## src/verilog/standby_defines.svh

```systemverilog
`ifndef STANDBY_DEFINES_SVH
`define STANDBY_DEFINES_SVH
// stop variants on the request input
`define STOP_KIND_NORMAL 1'b0
`define STOP_KIND_LOWV 1'b1
// default oscillation stabilization count, in cycles
`define OSC_STAB_CYCLES 16'h0400
// default converter settling count after resume, in cycles
`define DAC_SETTLE_CYCLES 16'h0010
// run qualifier index of each peripheral
`define RUNQ_WATCH 0
`define RUNQ_WDT 1
`define RUNQ_TIMER_M 2
`define RUNQ_CSERIAL 3
`define RUNQ_ASERIAL 4
`define RUNQ_KEYINT 5
`define RUNQ_LVD 6
`define RUNQ_WIDTH 7
`endif

```

## src/verilog/standby_pkg.sv

```systemverilog
package standby_pkg;
  typedef enum logic [2:0] {
    st_run = 3'b000,
    st_stop = 3'b001,
    st_stab = 3'b010,
    st_settle = 3'b011
  } seq_state_t;
endpackage : standby_pkg

```

## src/verilog/wake_sync.sv

```systemverilog
`timescale 1ns/1ps
`default_nettype none
// two flop synchroniser for a bundle of asynchronous levels
module wake_sync #(
  parameter int WIDTH = 1
) (
  input wire logic clk,
  input wire logic rst_n,
  input wire logic [WIDTH-1:0] async_in,
  output logic [WIDTH-1:0] sync_out
);
  logic [WIDTH-1:0] meta_ff;

  // first stage feeds only the second stage
  always_ff @(posedge clk or negedge rst_n) begin
    if (!rst_n) begin
      meta_ff <= '0;
      sync_out <= '0;
    end else begin
      meta_ff <= async_in;
      sync_out <= meta_ff;
    end
  end
endmodule : wake_sync
`default_nettype wire

```

## src/verilog/down_counter.sv

```systemverilog
`timescale 1ns/1ps
`default_nettype none
// loadable down counter; done is high while the count is zero and load is low
module down_counter #(
  parameter int WIDTH = 16
) (
  input wire logic clk,
  input wire logic rst_n,
  input wire logic load,
  input wire logic [WIDTH-1:0] load_value,
  output logic done
);
  logic [WIDTH-1:0] count_ff;
  logic [WIDTH-1:0] nxt_count;

  assign nxt_count = load ? load_value :
                     (count_ff != '0) ? count_ff - 1'b1 : count_ff;
  assign done = (count_ff == '0) && !load;

  always_ff @(posedge clk or negedge rst_n) begin
    if (!rst_n) begin
      count_ff <= '0;
    end else begin
      count_ff <= nxt_count;
    end
  end
endmodule : down_counter
`default_nettype wire

```

## src/verilog/stop_mode_standby_sequencer.sv

```systemverilog
`timescale 1ns/1ps
`default_nettype none
`include "standby_defines.svh"
module stop_mode_standby_sequencer
  import standby_pkg::*;
#(
  parameter int NUM_EXT_INT = 8,
  parameter int NUM_PERIPH_INT = 8,
  parameter int CNT_WIDTH = 16,
  parameter logic [15:0] OSC_STAB = `OSC_STAB_CYCLES,
  parameter logic [15:0] DAC_SETTLE = `DAC_SETTLE_CYCLES
) (
  input wire logic clk,
  input wire logic rst_n,
  // request from the cpu: pulse with the stop variant
  input wire logic stop_request,
  input wire logic stop_kind,
  // wake masks from the power save control
  input wire logic maskable_wake_mask,
  input wire logic nmi_pin_wake_mask,
  input wire logic watchdog_nmi_wake_mask,
  // interrupt enable state of the cpu (ei = 1)
  input wire logic cpu_int_enable,
  // wake sources from pins and other domains
  input wire logic nmi_pin,
  input wire logic watchdog_nonmask_interrupt,
  input wire logic [NUM_EXT_INT-1:0] external_interrupt_inputs,
  input wire logic [NUM_EXT_INT-1:0] ext_int_mask_n,
  input wire logic [NUM_PERIPH_INT-1:0] periph_int_req,
  input wire logic [NUM_PERIPH_INT-1:0] periph_int_mask_n,
  // reset sources; they clear the sequencer back to run
  input wire logic reset_pin_req,
  input wire logic watchdog_reset_request,
  input wire logic low_voltage_detector,
  // converter and clock status
  input wire logic adc_running,
  input wire logic adc_result_strobe,
  input wire logic dac_active,
  input wire logic subclock_used,
  // count clock selects of the units that may run on in standby
  input wire logic watch_sel_subclock,
  input wire logic wdt_sel_subclock,
  input wire logic timer_m_sel_subclock,
  input wire logic wdt_sel_internal,
  input wire logic timer_m_sel_internal,
  input wire logic cserial_sel_ext_clock,
  input wire logic aserial_sel_ext_clock,
  // control outputs
  output logic cpu_halt,
  output logic dma_halt,
  output logic intc_halt,
  output logic hold_state,
  output logic rto_hold,
  output logic adc_stop,
  output logic adc_restart,
  output logic adc_result_invalid,
  output logic dac_stop,
  output logic dac_pin_oe,
  output logic regulator_low,
  output logic stop_entry_refused,
  output logic int_ack_allow,
  output logic [`RUNQ_WIDTH-1:0] periph_run
);
  // sequencer state and the context captured at entry
  seq_state_t state_ff, nxt_state;
  logic adc_was_on_ff, dac_was_on_ff, lowv_ff;
  logic adc_drop_ff, nxt_adc_drop;
  // set by a maskable release taken under di, cleared by ei
  logic di_pend_ff;
  logic stab_done, settle_done;
  logic nmi_s, wdt_nmi_s, rst_pin_s, wdt_rst_s, lvd_s;
  logic [NUM_EXT_INT-1:0] ext_s;
  logic [NUM_PERIPH_INT-1:0] periph_s;
  logic [`RUNQ_WIDTH-1:0] nxt_run;

  // pin and foreign-domain sources pass two flops first
  // limitation: a source must hold its level one clock to be seen
  wake_sync #(.WIDTH(5 + NUM_EXT_INT + NUM_PERIPH_INT)) u_sync (
    .clk(clk),
    .rst_n(rst_n),
    .async_in({nmi_pin, watchdog_nonmask_interrupt, reset_pin_req,
               watchdog_reset_request, low_voltage_detector,
               external_interrupt_inputs, periph_int_req}),
    .sync_out({nmi_s, wdt_nmi_s, rst_pin_s, wdt_rst_s, lvd_s,
               ext_s, periph_s})
  );

  // wake decode; masked requests take no part
  wire nmi_wake = (nmi_s && !nmi_pin_wake_mask) ||
                  (wdt_nmi_s && !watchdog_nmi_wake_mask);
  wire maskable_wake = !maskable_wake_mask &&
                       (|(ext_s & ext_int_mask_n) ||
                        |(periph_s & periph_int_mask_n));
  // reset sources take no mask: they always return the chip to run
  wire reset_wake = rst_pin_s || wdt_rst_s || lvd_s;
  // only the interrupt sources start the stabilization wait
  wire any_wake = nmi_wake || maskable_wake;
  // pending unmasked request blocks entry altogether
  wire entry_ok = stop_request && !any_wake && !reset_wake;
  wire in_stop = (state_ff == st_stop);
  wire leaving = in_stop && any_wake;

  // stabilization and settling timers
  down_counter #(.WIDTH(CNT_WIDTH)) u_stab (
    .clk(clk),
    .rst_n(rst_n),
    .load(leaving),
    .load_value(CNT_WIDTH'(OSC_STAB)),
    .done(stab_done)
  );
  // settling starts as stabilization ends; unused with the dac off
  down_counter #(.WIDTH(CNT_WIDTH)) u_settle (
    .clk(clk),
    .rst_n(rst_n),
    .load(state_ff == st_stab && stab_done),
    .load_value(CNT_WIDTH'(DAC_SETTLE)),
    .done(settle_done)
  );

  // sequencer next state
  // reset sources override this in the state flop
  always_comb begin
    nxt_state = state_ff;
    unique case (state_ff)
      st_run: begin
        if (entry_ok) nxt_state = st_stop;
      end
      st_stop: begin
        if (any_wake) nxt_state = st_stab;
      end
      st_stab: begin
        if (stab_done) nxt_state = dac_was_on_ff ? st_settle : st_run;
      end
      st_settle: begin
        if (settle_done) nxt_state = st_run;
      end
      default: nxt_state = st_run;
    endcase
  end

  // adc results are dropped from entry until the first (or, in low
  // voltage stop, every) result after release has been flagged
  wire adc_first = adc_result_strobe && state_ff == st_run;
  // entry with the converter on spoils the result it already holds
  wire adc_drop_set = entry_ok && adc_running;
  // after normal stop only the first fresh result is spoilt
  wire adc_drop_clr = adc_first && !lowv_ff;
  // after low voltage stop every result stays suspect until next entry
  wire adc_drop_keep = !entry_ok && lowv_ff && adc_first;
  assign nxt_adc_drop = adc_drop_set ? 1'b1 :
                        adc_drop_clr ? 1'b0 :
                        adc_drop_keep ? 1'b1 : adc_drop_ff;

  // run qualifiers per peripheral while in standby
  // standby spans stop and stabilization; settling already runs the cpu
  wire stby = (nxt_state != st_run) && (nxt_state != st_settle);
  wire lowv_next = entry_ok ? stop_kind : lowv_ff;
  always_comb begin
    nxt_run = '1;
    if (stby) begin
      nxt_run[`RUNQ_WATCH] = subclock_used && watch_sel_subclock;
      // watchdog and timer m also run on the internal oscillator
      nxt_run[`RUNQ_WDT] = wdt_sel_internal ||
                           (subclock_used && wdt_sel_subclock);
      nxt_run[`RUNQ_TIMER_M] = timer_m_sel_internal ||
                               (subclock_used && timer_m_sel_subclock);
      // low-voltage stop halts serial even on external clocks
      nxt_run[`RUNQ_CSERIAL] = cserial_sel_ext_clock &&
                               (lowv_next != `STOP_KIND_LOWV);
      nxt_run[`RUNQ_ASERIAL] = aserial_sel_ext_clock &&
                               (lowv_next != `STOP_KIND_LOWV);
      // key interrupt and the voltage detector stay operable
      nxt_run[`RUNQ_KEYINT] = 1'b1;
      nxt_run[`RUNQ_LVD] = 1'b1;
    end
  end

  // state and captured context; a reset source returns to run
  // rst_n still clears everything at once; sources act on an edge
  always_ff @(posedge clk or negedge rst_n) begin
    if (!rst_n) begin
      state_ff <= st_run;
      lowv_ff <= 1'b0;
      adc_was_on_ff <= 1'b0;
      dac_was_on_ff <= 1'b0;
      adc_drop_ff <= 1'b0;
    end else if (reset_wake) begin
      state_ff <= st_run;
      lowv_ff <= 1'b0;
      adc_was_on_ff <= 1'b0;
      dac_was_on_ff <= 1'b0;
      adc_drop_ff <= 1'b0;
    end else begin
      state_ff <= nxt_state;
      lowv_ff <= lowv_next;
      adc_drop_ff <= nxt_adc_drop;
      // converter state is captured once, at the entry edge
      if (entry_ok) begin
        adc_was_on_ff <= adc_running;
        dac_was_on_ff <= dac_active;
      end
    end
  end

  // context at the entry edge comes from the live inputs, since the
  // captured copies only settle one edge later
  function automatic logic at_entry(input logic take, input logic live,
                                    input logic kept);
    at_entry = take ? live : kept;
  endfunction : at_entry

  // converters that were on when standby began
  wire adc_on_now = at_entry(entry_ok, adc_running, adc_was_on_ff);
  wire dac_on_now = at_entry(entry_ok, dac_active, dac_was_on_ff);

  // standby group; halts, state hold and output hold share one level
  wire halt_all = stby && !reset_wake;
  // restart pulses as stabilization ends, before any settling
  wire restart = state_ff == st_stab && stab_done && adc_was_on_ff;
  wire nxt_adc_stop = halt_all && adc_on_now;
  wire nxt_adc_restart = restart && !reset_wake;
  wire nxt_result_invalid = nxt_adc_drop && !reset_wake;
  wire nxt_dac_stop = halt_all && dac_on_now;

  // pin released from entry until settling ends; a reset drives it again
  wire dac_released = (nxt_state != st_run) && dac_on_now;
  wire nxt_dac_oe = reset_wake || !dac_released;
  // regulator follows the variant chosen at entry, not the live input
  wire nxt_reg_low = halt_all && lowv_next;
  wire nxt_refused = stop_request && !entry_ok;

  // a maskable wake under di leaves its request pending; the cpu must
  // not take it before software enables interrupts again
  wire di_wake = leaving && maskable_wake && !cpu_int_enable;
  wire nxt_di_pend = di_wake || (di_pend_ff && !cpu_int_enable);
  wire nxt_ack_allow = cpu_int_enable || !(stby || di_pend_ff);
  wire [`RUNQ_WIDTH-1:0] nxt_periph_run =
    reset_wake ? {`RUNQ_WIDTH{1'b1}} : nxt_run;

  // pending flag; a reset source drops it with the rest of the context
  always_ff @(posedge clk or negedge rst_n) begin
    if (!rst_n) begin
      di_pend_ff <= 1'b0;
    end else begin
      di_pend_ff <= nxt_di_pend && !reset_wake;
    end
  end

  // every output comes straight from a flop
  always_ff @(posedge clk or negedge rst_n) begin
    if (!rst_n) begin
      cpu_halt <= 1'b0;
      dma_halt <= 1'b0;
      intc_halt <= 1'b0;
      hold_state <= 1'b0;
      rto_hold <= 1'b0;
      adc_stop <= 1'b0;
      adc_restart <= 1'b0;
      adc_result_invalid <= 1'b0;
      dac_stop <= 1'b0;
      dac_pin_oe <= 1'b1;
      regulator_low <= 1'b0;
      stop_entry_refused <= 1'b0;
      int_ack_allow <= 1'b1;
      periph_run <= '1;
    end else begin
      cpu_halt <= halt_all;
      dma_halt <= halt_all;
      intc_halt <= halt_all;
      hold_state <= halt_all;
      rto_hold <= halt_all;
      adc_stop <= nxt_adc_stop;
      adc_restart <= nxt_adc_restart;
      adc_result_invalid <= nxt_result_invalid;
      dac_stop <= nxt_dac_stop;
      dac_pin_oe <= nxt_dac_oe;
      regulator_low <= nxt_reg_low;
      stop_entry_refused <= nxt_refused;
      int_ack_allow <= nxt_ack_allow;
      periph_run <= nxt_periph_run;
    end
  end
endmodule : stop_mode_standby_sequencer
`default_nettype wire

```

## config.mk

```make
export PLATFORM = sky130hd
export DESIGN_NAME = stop_mode_standby_sequencer
export DESIGN_NICKNAME = d
export VERILOG_FILES = /design/src/verilog/standby_pkg.sv /design/src/verilog/wake_sync.sv /design/src/verilog/down_counter.sv /design/src/verilog/stop_mode_standby_sequencer.sv
export VERILOG_INCLUDE_DIRS = /design/src /design/src/verilog
export SDC_FILE = /design/constraint.sdc
export NUM_CORES = 1
export LEC_CHECK = 0
export BUFFER_PORTS_ARGS = -buffer_cell sky130_fd_sc_hd__clkbuf_2
export CORE_ASPECT_RATIO = 0.9
export CORE_MARGIN = 5
export CORE_UTILIZATION = 38
export DETAILED_ROUTE_END_ITERATION = 6
export GPL_TIMING_DRIVEN = 1
export PLACE_DENSITY_LB_ADDON = 0.2
export SLEW_MARGIN = 5
export SYNTH_ARGS = -nofsm -noshare
export SYNTH_HDL_FRONTEND = slang
export SYNTH_SLANG_ARGS = --single-unit
```

## constraint.sdc

```tcl
create_clock -name clk -period 2.5 [get_ports clk]
set_input_delay 0.375 -clock clk [delete_from_list [all_inputs] [get_ports clk]]
set_output_delay 0.375 -clock clk [all_outputs]
set_load 0.1 [all_outputs]
```

## Word level (Yosys, flattened, before mapping)

Index checks and enable logic that the tools add are counted.

- Register bits after elaboration: 98
- Input port bits: 56
- Output and inout bits: 20
- Word-level logic and storage cells: 118

- Add/sub/neg operators: 2
- Equal/unequal tests: 4
- Multiplexer cells: 23
- Bitwise operators: 3
- Reduce and logical (&&, ||, !) cells: 66

Operator list:

| operator | number |
|---|---|
| $mux 16 | 4 |
| $logic_and 1x1->1 | 33 |
| $logic_not 16->1 | 2 |
| $reduce_bool 16->1 | 2 |
| $sub 16x1->16 const B | 2 |
| $and 8x8->8 | 2 |
| $reduce_or 8->1 | 2 |
| $mux 3 | 5 |
| $logic_not 1->1 | 12 |
| $pmux 3 s4 | 1 |
| $logic_or 1x1->1 | 11 |
| $mux 1 | 10 |
| $mux 7 | 1 |
| $eq 3x2->1 const B | 2 |
| $mux 5 | 1 |
| $reduce_bool 2->1 | 2 |
| $eq 3x1->1 const B | 1 |
| $logic_not 3->1 | 1 |
| $ne 3x2->1 const B | 1 |
| $reduce_bool 3->1 | 1 |
| $mux 2 | 1 |
| $not 1->1 | 1 |

## Logic depth before layout (Yosys ltp)

- Depth in word-level cells: 18
- Gate-level depth with buffers: 8

## Cells and area by module

From an unflattened synthesis, not the netlist that was laid out.

- Cell total of the unflattened synthesis: 367
- Area total of the unflattened synthesis: 4,110.2 µm²

Modules (own cells, without submodules):

| module | instances | cells an instance | area each (µm²) | seq. area each (µm²) |
|---|---|---|---|---|
| down_counter | 2 | 107 | 952.2 | 400.4 |
| stop_mode_standby_sequencer | 1 | 111 | 1,154.9 | 534.3 |
| wake_sync | 1 | 42 | 1,051.0 | 1,051.0 |

## Worst setup path after synthesis

No wires, ideal clock.

- Path kind: register to register
- Start point: register u_settle.count_ff[5]
- End point: register periph_run[1]
- Setup time: 82 ps
- Arrival: 2,133 ps
- Setup slack: 286 ps
- Cell stages (with the launch flop): 8
- Path buffers: 1
- Clock period less this slack: 2,214 ps
- Cell sequence: dfrtp_1 > or4_4 > buf_6 > nor4_4 > nand2_4 > a221oi_4 > o31ai_4 > a211o_1

- Longest elaborated chain between the ends: 8
- Elaborated cells on any way between the ends: 9
- Those cells by class: 1 x eq/ne; 4 x mux; 4 x reduce/logical

RTL lines:

| element | line | RTL |
|---|---|---|
| start: declaration | down_counter.sv:13 | `logic [WIDTH-1:0] count_ff;` |
| start signal: assignment | down_counter.sv:24 | `count_ff <= nxt_count;` |
| $logic_not 16->1 * | down_counter.sv:18 | `assign done = (count_ff == '0) && !load;` |
| $logic_and 1x1->1 * | down_counter.sv:18 |  |
| $mux 3 * | stop_mode_standby_sequencer.sv:135 | `if (settle_done) nxt_state = st_run;` |
| $pmux 3 s4 * | stop_mode_standby_sequencer.sv:124 | `unique case (state_ff)` |
| $ne 3x2->1 or $reduce_bool 3->1 (tied branches) | stop_mode_standby_sequencer.sv:156 | `wire stby = (nxt_state != st_run) && (nxt_state != st_settle);` |
| $logic_and 1x1->1 * | stop_mode_standby_sequencer.sv:156 |  |
| $mux 5 * | stop_mode_standby_sequencer.sv:160 | `if (stby) begin` |
| $mux 7 * | stop_mode_standby_sequencer.sv:238 | `` reset_wake ? {`RUNQ_WIDTH{1'b1}} : nxt_run; `` |
| net nxt_periph_run[1] | stop_mode_standby_sequencer.sv:237 | `` wire [`RUNQ_WIDTH-1:0] nxt_periph_run = `` |
| end signal: assignment | stop_mode_standby_sequencer.sv:280 | `periph_run <= nxt_periph_run;` |
| end: declaration | stop_mode_standby_sequencer.sv:62 | `` output logic [`RUNQ_WIDTH-1:0] periph_run `` |

Mark *: on every way through the listed nets, which the timed path passes. The rest lies on a longest branch.
A chain may end at the register's enable or synchronous reset.

## Final worst setup path

- Start point: register u_settle.count_ff[0]
- End point: register periph_run[2]

The elaborated chain is that of the path after synthesis.

==> impl_metrics.py <==
metrics = {
    "setup_path": {
        "slowest_delay_ps": 410,
        "cp.depth": 8,
        "worstPathArrival_ps": 2640,
        "r2r-end": "periph_run[2]",
        "critPathCaptureType": "register",
        "r2r_slack_ps": 160,
        "reg2reg_from": "u_settle.count_ff[0]",
        "cp_max_fo": 7,
        "crit_slowest_cell": "or3b_4",
        "path_class": "register to register",
        "cp.required_ps": 2800,
        "path_buf_inv": 1,
        "path_cells": "inv_1 -> ha_1 -> or3b_4 -> nor4_4 -> nand2_4 -> a221oi_4 -> o31ai_4 -> a211o_1",
        "r2r_cells": 8,
        "startpoint_type": "register",
        "cp_top_family": "simple AND/OR/NAND/NOR gates",
    },
    "pwr": {
        "intPower_mw": 2.20,
        "combPwrFrac_pct": 11.2,
        "seqPwrFrac_pct": 56.0,
        "clockPowerShare_pct": 32.7,
        "switching_share_pct": 29.0,
        "vdd_drop_max_uv": 324,
        "p_switching_mw": 0.899,
        "powerDensity_nw_per_um2": 682,
        "p_leak_nw": 2.16,
    },
    "clocking": {
        "cts.sinks": 95,
        "holdBufCountCts": 0,
        "clkSlewWorstSetupHoldPaths_ps": 100,
        "cts_root_buffer": "clkbuf_8",
        "ctsLongestPathBuffers": 2,
        "cts_made_buffers": 9,
        "tritoncts": "built",
        "clk_latency_ps": 370,
        "htreeDepth": 3,
    },
    "synthesis": {
        "seq_area_frac_synth_pct": 63.3,
        "ys_warn_count": 0,
        "synth_enable_flop_cells": 0,
        "synth_ff_type": "dfrtp_1",
        "synth_seq_cells": 95,
        "synthArstFlopShare_pct": 100,
        "netlist_area_um2": 3770,
        "syn_avg_cell_area_um2": 12.4,
        "ys_types": 57,
        "synthCells": 305,
    },
    "grt": {
        "grt_antenna_before_repair": 0,
        "grt_overflow": 0,
        "grt_max_degree": 61,
        "gr-usage-all-layers_pct": 13.2,
        "grt_first_pass_wirelength_um": 12700,
        "first_global_vias": 2600,
    },
    "routing": {
        "dr.pass1.iters": 4,
        "ant_nets": 0,
        "drt-total-wl_um": 7440,
        "via_per_inst": 4.80,
        "drt-initial-drc-count": 64,
        "wire_per_inst_um": 14.3,
        "vias": 2505,
        "drc_errors": 0,
    },
    "hold_path": {
        "hp-class": "primary input to async pin",
    },
    "timing": {
        "whs_ps": 71.6,
        "rsz0062_at_grt": "no",
        "fin_tns_setup_ps": 0,
        "tightest_slew_ps": 749,
        "max_freq_ghz": 0.428,
        "relSlewSlack_pct": 50.1,
        "period_needed_ps": 2340,
        "final.period_utilization_pct": 93.5,
        "final-max-slew-violation-count": 0,
        "finalSetupViolCount": 0,
        "finalHoldViolations": 0,
        "finalClockSkew_ps": 11.5,
    },
    "placement": {
        "portBuffers": 73,
        "hpwl_um": 5460,
        "postPlaceCellArea_um2": 4330,
        "placed_cells": 506,
        "globalplace.congestion": 0.751,
    },
    "cells_and_area": {
        "final_cell_mix": "88 x dfrtp_1, 72 x clkbuf_2, 38 x nor2_1",
        "fillCellCount": 929,
        "num_antenna_cells": 0,
        "final_area_um2": 4540,
        "drive_gt1_share_pct": 33.6,
        "layout_commonest_cell": "dfrtp_1",
        "area_delta_synth_final_pct": 20.5,
        "fin_nets": 449,
        "instances_no_fill": 522,
    },
    "floorplanning": {
        "ios": 76,
        "initial_core_util_pct": 38.9,
        "rows": 34,
        "dieArea_um2": 12000,
        "die_width_um": 115,
        "core_area_um2": 9700,
        "die_h_um": 105,
    },
    "outcome": {
        "status": "finished clean",
    },
    "flow_run": {
        "max_cap_violations": 0,
    },
}
[repair_timing]
action | 4_1_cts | 5_1_grt
endpoints found under the setup margin | 0 | 4
setup buffers | 0 | 0
resized for setup | 0 | 2
[synth_stat cells (all sizes together), types with 2 or more instances]
library cell / number / area, µm²
and2: 2 / 13.8
clkbuf: 2 / 7.51
xnor2: 11 / 96.3
and4: 2 / 17.5
dfrtp: 88 / 2200
dfstp: 7 / 184
o21a: 3 / 22.5
and3: 2 / 12.5
a22oi: 2 / 15.0
nor2: 38 / 143
a211o: 4 / 35.0
nand3: 5 / 25.0
buf: 11 / 72.6
nor4: 6 / 52.6
o21ai: 5 / 25.0
a211oi: 3 / 22.5
or3: 12 / 78.8
a221oi: 5 / 61.3
or4: 7 / 62.6
a21o: 6 / 50.0
ha: 2 / 25.0
conb: 2 / 7.51
a22o: 4 / 35.0
mux2i: 3 / 30.0
inv: 10 / 37.5
a21oi: 10 / 50.1
nor3: 15 / 96.4
and3b: 2 / 17.5
o31ai: 4 / 43.8
xor2: 10 / 87.6
nand2: 11 / 51.3
[registers in the layout, summed over array words and instances (netlist names)]
register	flops
adc_stop	1
stop_entry_refused	1
u_sync.meta_ff	21
state_ff	3
u_stab.count_ff	16
adc_restart	1
dac_stop	1
int_ack_allow	1
lowv_ff	1
dac_pin_oe	1
periph_run	5
di_pend_ff	1
adc_drop_ff	1
rto_hold	1
dac_was_on_ff	1
u_settle.count_ff	16
adc_was_on_ff	1
u_sync.sync_out	21
regulator_low	1
[metal layers]
layer	GRT usage, %	vias to the layer above	part of all wire [%]
li1	-	1236	-
met1	18.3	1200	48
met2	19.6	65	45
met3	4.71	4	6.1
met4	4.02	0	0.85
met5	0	-	0
[how the worst max path moves through the flow]
stage / start / to / slack (ps)
finish: u_settle.count_ff[0] / periph_run[2] / 160
global route: u_settle.count_ff[0] / periph_run[1] / 30
CTS: u_settle.count_ff[0] / periph_run[2] / 110
detailed placement: u_settle.count_ff[0] / periph_run[2] / 160
global placement: u_settle.count_ff[0] / periph_run[2] / 210
floorplan: u_settle.count_ff[5] / periph_run[1] / 290
[area by class of cell]
class                   instances  area, µm²  share of cell area (%)
well taps                     126        158                    3.47
multi-input cells             188       1280                    28.1
repair buffers                 87        473                    10.4
flip-flops and latches         95       2390                    52.5
clock inverters                 7       86.3                    1.90
inverters                      10       37.5                   0.826
clock buffers                   9        124                    2.73
[power by group through the flow]
stage / Sequential, mW / Clock (mW) / Combinational (mW)
after floorplan: 1.76 / 0 / 0.219
after global placement: 1.76 / 0 / 0.347
after detailed placement: 1.77 / 0 / 0.352
after CTS: 1.74 / 1.05 / 0.357
after global routing: 1.75 / 1.12 / 0.401
final: 1.74 / 1.01 / 0.349
[cell families (layout without fill, tap and decap cells)]
| kind of cell | count (synthesis) | in the layout | share of synthesized area (%) |
|---|---|---|---|
| and+or+nand+nor | 107 | 107 | 16.1 |
| DFF | 95 | 95 | 63.3 |
| AOI/OAI and AO/OA | 51 | 51 | 10.7 |
| buffers and inverters | 23 | 113 | 3.12 |
| xor gates and xnor gates | 21 | 21 | 4.88 |
| muxes | 4 | 4 | 1.09 |
| adders and majority gates | 2 | 2 | 0.663 |
| other | 2 | 3 | 0.199 |
[per-stage QoR]
step	utilization (%)	total power [mW]	worst slack, ps
final	46.8	3.10	163
after detailed placement	44.6	2.12	164
after floorplan	-	1.98	286
after global routing	46.8	3.28	28.5
after global placement	44.6	2.11	207
after CTS	46.8	3.15	113
No activity file was read; power rests on OpenSTA's default activity.
